==> config.mk <==
export PLATFORM = sky130hd
export DESIGN_NAME = buck_fault_supervisor
export DESIGN_NICKNAME = d
export VERILOG_FILES = /design/src/rtl/buck_fault_pkg.sv /design/src/rtl/deglitch_filter.sv /design/src/rtl/buck_fault_supervisor.sv
export SDC_FILE = /design/constraint.sdc
export NUM_CORES = 1
export LEC_CHECK = 0
export BUFFER_PORTS_ARGS = -buffer_cell sky130_fd_sc_hd__clkbuf_2
export CAP_MARGIN = 25
export CORE_ASPECT_RATIO = 1.25
export CORE_MARGIN = 10
export CORE_UTILIZATION = 56
export CTS_BUF_LIST = sky130_fd_sc_hd__clkbuf_16
export CTS_CLUSTER_DIAMETER = 50
export DETAILED_ROUTE_END_ITERATION = 6
export GPL_TIMING_DRIVEN = 0
export PLACE_DENSITY = 0.88
export SLEW_MARGIN = 15
export SYNTH_ARGS = -nofsm -noshare
export SYNTH_HDL_FRONTEND = slang
export SYNTH_SLANG_ARGS = --single-unit
==> constraint.sdc <==
create_clock -name i_clk_sys -period 3.1 [get_ports i_clk_sys]
set_input_delay 0 -clock i_clk_sys [delete_from_list [all_inputs] [get_ports i_clk_sys]]
set_output_delay 0 -clock i_clk_sys [all_outputs]
set_load 0.03 [all_outputs]
==> src/rtl/buck_fault_pkg.sv <==
/*
  shared constants and carrier types for the buck fault supervisor.
  assumes a 100 MHz system clock.
*/
package buck_fault_pkg;
  localparam int unsigned CLK_MHZ = 100;
  // deglitch time in nanoseconds, nominal figure
  localparam int unsigned FILTER_NS = 10000;
  localparam int unsigned FILTER_CYCLES = (FILTER_NS * CLK_MHZ) / 1000;
  localparam int unsigned FAULT_W = 8;
  localparam int unsigned OVERCURRENT_BIT = 4;
  localparam int unsigned OVERTEMP_BIT = 5;
  localparam logic [7:0] FAULT_RESET = 8'h00;

  typedef struct packed {
    logic outputs_off;
    logic regulators_off;
    logic sequence_abort;
    logic sequence_restart;
  } shutdown_t;

  typedef enum logic [1:0] {
    ST_RUN = 2'b00,
    ST_SHUTDOWN = 2'b01,
    ST_RESTART = 2'b10
  } sup_state_t;
endpackage : buck_fault_pkg

==> src/rtl/deglitch_filter.sv <==
/*
  deglitch filter: synchronises a comparator and passes a level only
  after it has held steady for the set number of cycles.
  assumes the input is asynchronous to the clock.
*/
`timescale 1ns/1ns
module deglitch_filter #(
  parameter int unsigned CYCLES = 1000
) (
  input wire logic i_clk_sys,
  input wire logic i_rst_n,
  input wire logic i_enable,
  input wire logic i_raw,
  output logic o_level
);
  localparam int unsigned CW = $clog2(CYCLES + 1);
  logic sync_a;
  logic sync_b;
  logic [CW-1:0] count;

  always_ff @(posedge i_clk_sys or negedge i_rst_n) begin
    if (!i_rst_n) begin
      sync_a <= 1'b0;
      sync_b <= 1'b0;
    end else begin
      sync_a <= i_raw;
      sync_b <= sync_a;
    end
  end

  // disabled filter drops to low, so stale heat does not carry over
  always_ff @(posedge i_clk_sys or negedge i_rst_n) begin
    if (!i_rst_n) begin
      count <= '0;
      o_level <= 1'b0;
    end else if (!i_enable) begin
      count <= '0;
      o_level <= 1'b0;
    end else if (sync_b == o_level) begin
      count <= '0;
    end else if (count == CW'(CYCLES - 1)) begin
      count <= '0;
      o_level <= sync_b;
    end else begin
      count <= count + CW'(1);
    end
  end
endmodule : deglitch_filter

==> src/rtl/buck_fault_supervisor.sv <==
/*
  fault supervisor for the main buck supply: latches faults into the
  service fault register, shuts down on real overtemperature, restarts.

  what it holds:
  - two-flop synchronisers for the overcurrent and current limit pins
  - the thermal comparator, synchronised and deglitched by an instance
    of deglitch_filter
  - a three-state machine: run, shutdown, restart
  - registered shutdown levels for drivers, regulators and power-up
  - a one-cycle restart strobe towards the power-up sequencer
  - the service fault register: bit 4 overcurrent, bit 5 overtemperature,
    every other bit reads as zero

  timing, in cycles of the system clock:
  - overcurrent reaches bit 4 on the second edge after it is sampled
  - the thermal level needs FILTER_CYCLES steady cycles after its sync
  - the deglitch acts on both the rise and the fall of the comparator
  - bit 5 and the shutdown state follow the trip by one edge
  - the shutdown levels follow the state by one more edge
  - the restart strobe stands one cycle while the state returns to run
  - a read strobe clears both bits on the edge that samples it

  limitations:
  - heat seen while the buck is off in run state is forgotten, since
    the filter is held cleared then
  - recovery waits for the filtered comparator low, not for i_buck_on
  - shutdown lasts until the filtered comparator has fallen
  - a read and a new event in one cycle leave the bit set
  - the general output keep level is a constant; pump, CAN and general
    output are never switched here

  assumes comparators are asynchronous pins and the fault register read
  strobe comes from the serial interface on this clock.
  assumes i_buck_on comes from logic on this clock and needs no sync.
  assumes the power-up sequencer starts over from its first step on the
  restart strobe and holds off while the abort level stands.
*/
// How it works
// thermal comparator must stay stable 10 us before counting as event
// overcurrent while buck on latches bit 4, read clears it, no restart
// overtemperature without current limit does nothing
// overtemp with current limit disables all drivers except pump/CAN/gpo
// same case disables regulators, aborts power-up, latches bit 5
// once overtemperature clears, power-up sequence reruns from start
// faults are only evaluated while the buck regulator is on
`timescale 1ns/1ns
module buck_fault_supervisor #(
  parameter int unsigned FILTER_CYCLES = buck_fault_pkg::FILTER_CYCLES
) (
  input wire logic i_clk_sys,
  input wire logic i_rst_n,
  input wire logic i_buck_on,
  input wire logic i_overcurrent,
  input wire logic i_thermal_cmp,
  input wire logic i_current_limit,
  input wire logic i_fault_read,
  output logic [7:0] o_service_fault_register,
  output logic o_buck_overtemp_flag,
  output logic o_outputs_off,
  output logic o_regulators_off,
  output logic o_sequence_abort,
  output logic o_sequence_restart,
  output logic o_general_output_keep
);
  logic oc_a;
  logic oc_b;
  logic cl_a;
  logic cl_b;
  logic hot;
  logic trip;
  logic oc_evt;
  logic oc_fault;
  logic ot_fault;
  buck_fault_pkg::sup_state_t state;
  buck_fault_pkg::sup_state_t next_state;
  buck_fault_pkg::shutdown_t act;

  // two flops each; only the second is read
  always_ff @(posedge i_clk_sys or negedge i_rst_n) begin
    if (!i_rst_n) begin
      oc_a <= 1'b0;
      oc_b <= 1'b0;
    end else begin
      oc_a <= i_overcurrent;
      oc_b <= oc_a;
    end
  end

  always_ff @(posedge i_clk_sys or negedge i_rst_n) begin
    if (!i_rst_n) begin
      cl_a <= 1'b0;
      cl_b <= 1'b0;
    end else begin
      cl_a <= i_current_limit;
      cl_b <= cl_a;
    end
  end

  // filter held cleared while the buck is off in run state
  deglitch_filter #(
    .CYCLES(FILTER_CYCLES)
  ) u_thermal (
    .i_clk_sys(i_clk_sys),
    .i_rst_n(i_rst_n),
    .i_enable(i_buck_on || state != buck_fault_pkg::ST_RUN),
    .i_raw(i_thermal_cmp),
    .o_level(hot)
  );

  assign oc_evt = i_buck_on && oc_b;
  // only heat plus current limit trips; heat alone is ignored
  assign trip = i_buck_on && hot && cl_b;

  always_comb begin
    next_state = state;
    case (state)
      buck_fault_pkg::ST_RUN: begin
        if (trip) begin
          next_state = buck_fault_pkg::ST_SHUTDOWN;
        end
      end
      buck_fault_pkg::ST_SHUTDOWN: begin
        if (!hot) begin
          next_state = buck_fault_pkg::ST_RESTART;
        end
      end
      buck_fault_pkg::ST_RESTART: begin
        next_state = buck_fault_pkg::ST_RUN;
      end
      default: begin
        next_state = buck_fault_pkg::ST_RUN;
      end
    endcase
  end

  always_ff @(posedge i_clk_sys or negedge i_rst_n) begin
    if (!i_rst_n) begin
      state <= buck_fault_pkg::ST_RUN;
    end else begin
      state <= next_state;
    end
  end

  always_comb begin
    act = '0;
    if (state == buck_fault_pkg::ST_SHUTDOWN) begin
      act.outputs_off = 1'b1;
      act.regulators_off = 1'b1;
      act.sequence_abort = 1'b1;
    end
    act.sequence_restart = (state == buck_fault_pkg::ST_RESTART);
  end

  always_ff @(posedge i_clk_sys or negedge i_rst_n) begin
    if (!i_rst_n) begin
      o_outputs_off <= 1'b0;
    end else begin
      o_outputs_off <= act.outputs_off;
    end
  end

  always_ff @(posedge i_clk_sys or negedge i_rst_n) begin
    if (!i_rst_n) begin
      o_regulators_off <= 1'b0;
    end else begin
      o_regulators_off <= act.regulators_off;
    end
  end

  always_ff @(posedge i_clk_sys or negedge i_rst_n) begin
    if (!i_rst_n) begin
      o_sequence_abort <= 1'b0;
    end else begin
      o_sequence_abort <= act.sequence_abort;
    end
  end

  always_ff @(posedge i_clk_sys or negedge i_rst_n) begin
    if (!i_rst_n) begin
      o_sequence_restart <= 1'b0;
    end else begin
      o_sequence_restart <= act.sequence_restart;
    end
  end

  // pump, CAN and general output stay alive through a shutdown
  assign o_general_output_keep = 1'b1;

  // set wins over read-clear so an event in the read cycle survives
  always_ff @(posedge i_clk_sys or negedge i_rst_n) begin
    if (!i_rst_n) begin
      oc_fault <=
        buck_fault_pkg::FAULT_RESET[buck_fault_pkg::OVERCURRENT_BIT];
    end else if (oc_evt) begin
      oc_fault <= 1'b1;
    end else if (i_fault_read) begin
      oc_fault <= 1'b0;
    end
  end

  always_ff @(posedge i_clk_sys or negedge i_rst_n) begin
    if (!i_rst_n) begin
      ot_fault <= buck_fault_pkg::FAULT_RESET[buck_fault_pkg::OVERTEMP_BIT];
    end else if (trip) begin
      ot_fault <= 1'b1;
    end else if (i_fault_read) begin
      ot_fault <= 1'b0;
    end
  end

  // spare bits stay at their reset value
  always_comb begin
    o_service_fault_register = buck_fault_pkg::FAULT_RESET;
    o_service_fault_register[buck_fault_pkg::OVERCURRENT_BIT] = oc_fault;
    o_service_fault_register[buck_fault_pkg::OVERTEMP_BIT] = ot_fault;
  end

  assign o_buck_overtemp_flag =
    o_service_fault_register[buck_fault_pkg::OVERTEMP_BIT];
endmodule : buck_fault_supervisor

### Word-level counts from Yosys, hierarchy flattened

Index checks and enable logic that the tools add are counted.
Widths: inputs -> output; s select.

| word-level totals | value |
|---|---|
| input port bits | 7 |
| register bits after elaboration | 25 |

| cells by class | value |
|---|---|
| equal/unequal tests | 8 |
| reduce and logical (&&, ||, !) cells | 10 |
| add/sub/neg operators | 1 |
| mux-type cells | 13 |

Operators with widths:

| cell | count |
|---|---|
| $mux 10 | 3 |
| $add 10x1->10 const B | 1 |
| $eq 10x10->1 const B | 1 |
| $ne 2x2->1 const B | 4 |
| $mux 1 | 6 |
| $reduce_bool 2->1 | 3 |
| $mux 2 | 2 |
| $pmux 2 s2 | 1 |
| $reduce_and 2->1 | 2 |
| $logic_and 1x1->1 | 3 |
| $mux 3 | 1 |
| $eq 2x1->1 const B | 1 |
| $eq 2x2->1 const B | 1 |
| $logic_not 2->1 | 1 |
| $eq 1x1->1 | 1 |
| $logic_or 1x1->1 | 1 |

### Longest topological paths before layout

| depth | value |
|---|---|
| word-level depth | 4 |
| depth in mapped cells | 4 |
| mapped depth without buffers | 4 |

### Hierarchy

From an unflattened synthesis, not the netlist that was laid out.

| unflattened totals | value |
|---|---|
| cells, all modules | 90 |
| area, all modules | 1,017.2 µm² |

By module, submodules not included:

| module | cells an instance | sequential area each (µm²) | area each (µm²) | instances |
|---|---|---|---|---|
| deglitch_filter | 55 | 325.3 | 609.3 | 1 |
| buck_fault_supervisor | 35 | 250.2 | 407.9 | 1 |

### Least setup slack after synthesis

OpenSTA, ideal clock, no wires.

| timing path | value |
|---|---|
| path type | register to register |
| start point | register u_thermal.count[0] |
| end point | register u_thermal.count[1] |
| setup slack | 1.644 ns |
| cell stages (with the launch flop) | 5 |
| buffers on the path | 0 |
| clock period less this slack | 1.456 ns |
| data arrival time | 1.307 ns |
| data required time | 2.951 ns |
| path through | dfrtp_1 > ha_1 > nand4bb_2 > nor3_1 > nor3b_1 |

| on the way | value |
|---|---|
| cells in the longest elaborated chain, start to end | 4 |
| elaborated cells on any way between the ends | 5 |
| classes of those cells | 1 x add/sub; 1 x eq/ne; 3 x mux |

Ends and longest elaborated chain:

| item | line | source |
|---|---|---|
| from (decl) | deglitch_filter.sv:19 | `logic [CW-1:0] count;` |
| from (signal assigned) | deglitch_filter.sv:45 | `count <= count + CW'(1);` |
| $add 10x1->10 or $eq 10x10->1 (tied branches) | deglitch_filter.sv:45, deglitch_filter.sv:41 |  |
| $mux 10 (*) | deglitch_filter.sv:41 | `end else if (count == CW'(CYCLES - 1)) begin` |
| $mux 10 (*) | deglitch_filter.sv:39 | `end else if (sync_b == o_level) begin` |
| $mux 10 (*) | deglitch_filter.sv:36 | `end else if (!i_enable) begin` |

Mark *: on every way between the ends. The rest lies on a longest branch, timed or not.
A chain may end at the register's enable or synchronous reset.

### Worst setup path in the final report

| timing path | value |
|---|---|
| start point | register u_thermal.count[0] |
| end point | register u_thermal.count[7] |

Same word-level chain as after synthesis.

==> flow_summary.json <==
{
  "yosysTopAreaCellShare": 0.571,
  "power_frac_seq": 0.493,
  "start_kind": "flip-flop",
  "cap_violations": 0,
  "synth_area_leader_cell": "dfrtp_1",
  "max_stage_delay_ns": 0.73,
  "max_freq_mhz": 537,
  "post_drt_wl_per_cell_um": 15.6,
  "routed-via-count": 733,
  "drt_first_iter_violations": 36,
  "synth-main-ff-cell": "dfrtp_1",
  "fin_util": 0.714,
  "worst_pin_slew_ns": 0.860,
  "cts_buffer_depth": 2,
  "period_share": 0.600,
  "die-area_um2": 3910,
  "num_rows": 17,
  "crit_arrival_ns": 1.95,
  "pwr-share-clk": 0.434,
  "p_sw_frac": 0.211,
  "drcViolationCount": 0,
  "ys_types": 27,
  "ir_drop_mv": 0.360,
  "top_usage_layer": "met2",
  "crit_type": "flip-flop to flip-flop",
  "drive_above_1_share": 0.254,
  "place_congestion": 0.876,
  "clock_latency_ns": 0.25,
  "min_to": "oc_fault",
  "ios": 21,
  "cts_tree": "yes",
  "synth_edf_count": 0,
  "r2r_slack_ns": 1.24,
  "antenna_left": 0,
  "fillers": 128,
  "rr_worst_depth": 4,
  "status": "completed",
  "synth_warnings": 0,
  "crit_chain": "ha_1 > nand4bb_2 > nor3_1 > a211oi_1",
  "grt_max_degree": 24,
  "intPower_uw": 498,
  "grt_antenna_before_repair": 0,
  "met1_usage": 0.106,
  "end_kind": "flip-flop",
  "io_buffers": 13,
  "setup_viol": 0,
  "cts_resized": 0,
  "p_sw_uw": 133,
  "power.density_nw_per_um2": 506,
  "cts_hold_buffers": 5,
  "rr_endpoint": "u_thermal.count[7]",
  "fin_nets": 127,
  "cts_made_buffers": 3,
  "dp_slack_ns": 1.30,
  "setup_tns_ns": 0,
  "hp-class": "primary input to flip-flop",
  "die_y_um": 67.4,
  "use_met3": 0.0375,
  "first_global_vias": 779,
  "netlist_area_um2": 1010,
  "place.detailed.hpwl_mm": 1.45,
  "rsz0062_at_grt": "false",
  "area_growth_pct": 23.6,
  "min_period_ns": 1.86,
  "leakagePower_nw": 0.585,
  "slowest_stage": "nor3_1",
  "required_ns": 3.19,
  "hold_slack_ns": 0.0380,
  "hold_violations": 0,
  "async_flop_share": 1.00,
  "final_common_cell": "dfrtp_1",
  "ys_seq_elements": 23,
  "cts.clk_slew.worst_paths_ns": 0.06,
  "post_cts.repair.setup_buffers": 0,
  "setup_slack_ns": 1.24,
  "ys_seq_area_frac": 0.571,
  "finalMaxSlewViolations": 0,
  "grtUsageTotal": 0.117,
  "drt-pass1-iter-count": 7,
  "grt.overflow.total": 0,
  "max_slew_margin": 0.422,
  "dp_cells": 128,
  "clock-root-buffer": "clkbuf_16",
  "grt_pass1_wl_mm": 3.59,
  "fp.dieW_um": 58.0,
  "min_path_cells": 3,
  "synth_area_leaders": "dfrtp_1, buf_4, o21ai_0",
  "r2r_start": "u_thermal.count[0]",
  "grtUsageMet2": 0.223,
  "cp_max_fo": 7,
  "finClkSkew_ns": 0.00212,
  "avgSynthCellArea_um2": 11.1,
  "most-common-layout-cells": "dfrtp_1, clkbuf_2, buf_4",
  "final_cells": 137,
  "htree_levels": 1,
  "syn-instance-count": 91,
  "diodes": 0,
  "viasPerCell": 5.35,
  "initial_core_util": 0.578,
  "clock_sinks": 23,
  "fp.coreArea_um2": 1740,
  "power_frac_comb": 0.073,
  "routed_wirelength_mm": 2.14,
  "min_from": "i_buck_on"
}
## how the worst max path moves through the flow
stage | from | to | slack, ns | cells after the start
after floorplan | u_thermal.count[0] | u_thermal.count[1] | 1.64 | 4
after global placement | u_thermal.count[0] | u_thermal.count[1] | 1.39 | 4
after detailed placement | u_thermal.count[0] | u_thermal.count[7] | 1.30 | 4
after CTS | u_thermal.count[0] | u_thermal.count[7] | 1.24 | 4
after global routing | u_thermal.count[0] | u_thermal.count[7] | 1.05 | 4
final | u_thermal.count[0] | u_thermal.count[7] | 1.24 | 4
## cells in the mapped netlist, types with 2 or more instances
library cell,instances
xnor2_1,2
xor2_1,2
nand2_1,2
dfrtp_1,23
conb_1,2
o21ai_0,7
a211oi_1,4
nor2_1,2
nand3_1,4
nor3b_1,2
nor3_1,4
nor2b_1,3
a21oi_1,2
or3_1,3
inv_1,5
buf_4,11
nand4_1,3
## area by class of cell
type | count | area (µm²) | share of cell area
Clock inverter | 1 | 5.00 | 0.00402
Sequential cell | 23 | 576 | 0.462
Clock buffer | 3 | 75.1 | 0.0602
Inverter | 5 | 18.8 | 0.0151
Multi-Input combinational cell | 56 | 347 | 0.278
Tap cell | 19 | 23.8 | 0.0191
Timing Repair Buffer | 18 | 115 | 0.0924
Buffer | 12 | 86.3 | 0.0693
## registers in the layout, summed over array words and instances (netlist names)
signal                flops
cl_a                      1
cl_b                      1
o_buck_overtemp_flag      1
o_outputs_off             1
o_sequence_restart        1
oc_a                      1
oc_b                      1
oc_fault                  1
state                     2
u_thermal.count          10
u_thermal.o_level         1
u_thermal.sync_a          1
u_thermal.sync_b          1
## metal layers
layer  share of wire  wire [µm]  up-vias
li1                -          -      357
met1            0.34        734      355
met2            0.58       1230       17
met3           0.057        121        4
met4           0.022         48        0
met5               0          0        -
## through the flow
step | power (mW) | instance area, µm²
after CTS | 0.637 | 1250
after global routing | 0.652 | 1250
final | 0.631 | 1250
after detailed placement | 0.356 | 1120
after floorplan | 0.343 | 1030
after global placement | 0.354 | 1120
## power groups by stage
stage	Combinational, mW	Sequential (mW)	Clock, mW
after global placement	0.0395	0.315	0
after CTS	0.0463	0.311	0.280
after detailed placement	0.0403	0.316	0
after floorplan	0.0280	0.315	0
after global routing	0.0508	0.311	0.290
final	0.0462	0.311	0.274
## worst max-delay path, delay by kind of cell, from the launching register on
family | cells | cell delay, ns
DFF | 1 | 0.39
adders and majority gates | 1 | 0.27
AOI/OAI and AO/OA | 1 | 0.12
and+or+nand+nor | 2 | 0.91
## cells by family (layout without fill, tap and decap cells)
kind of cell / after synthesis / in the layout / share of synthesized area
AOI/OAI and AO/OA: 16 / 16 / 0.0993
and+or+nand+nor: 28 / 28 / 0.171
other: 2 / 7 / 0.00745
adders and majority gates: 1 / 1 / 0.0124
DFF: 23 / 23 / 0.571
xor gates and xnor gates: 4 / 4 / 0.0347
buffers and inverters: 17 / 39 / 0.104
Note: power is estimated with default switching activity, not from simulation.
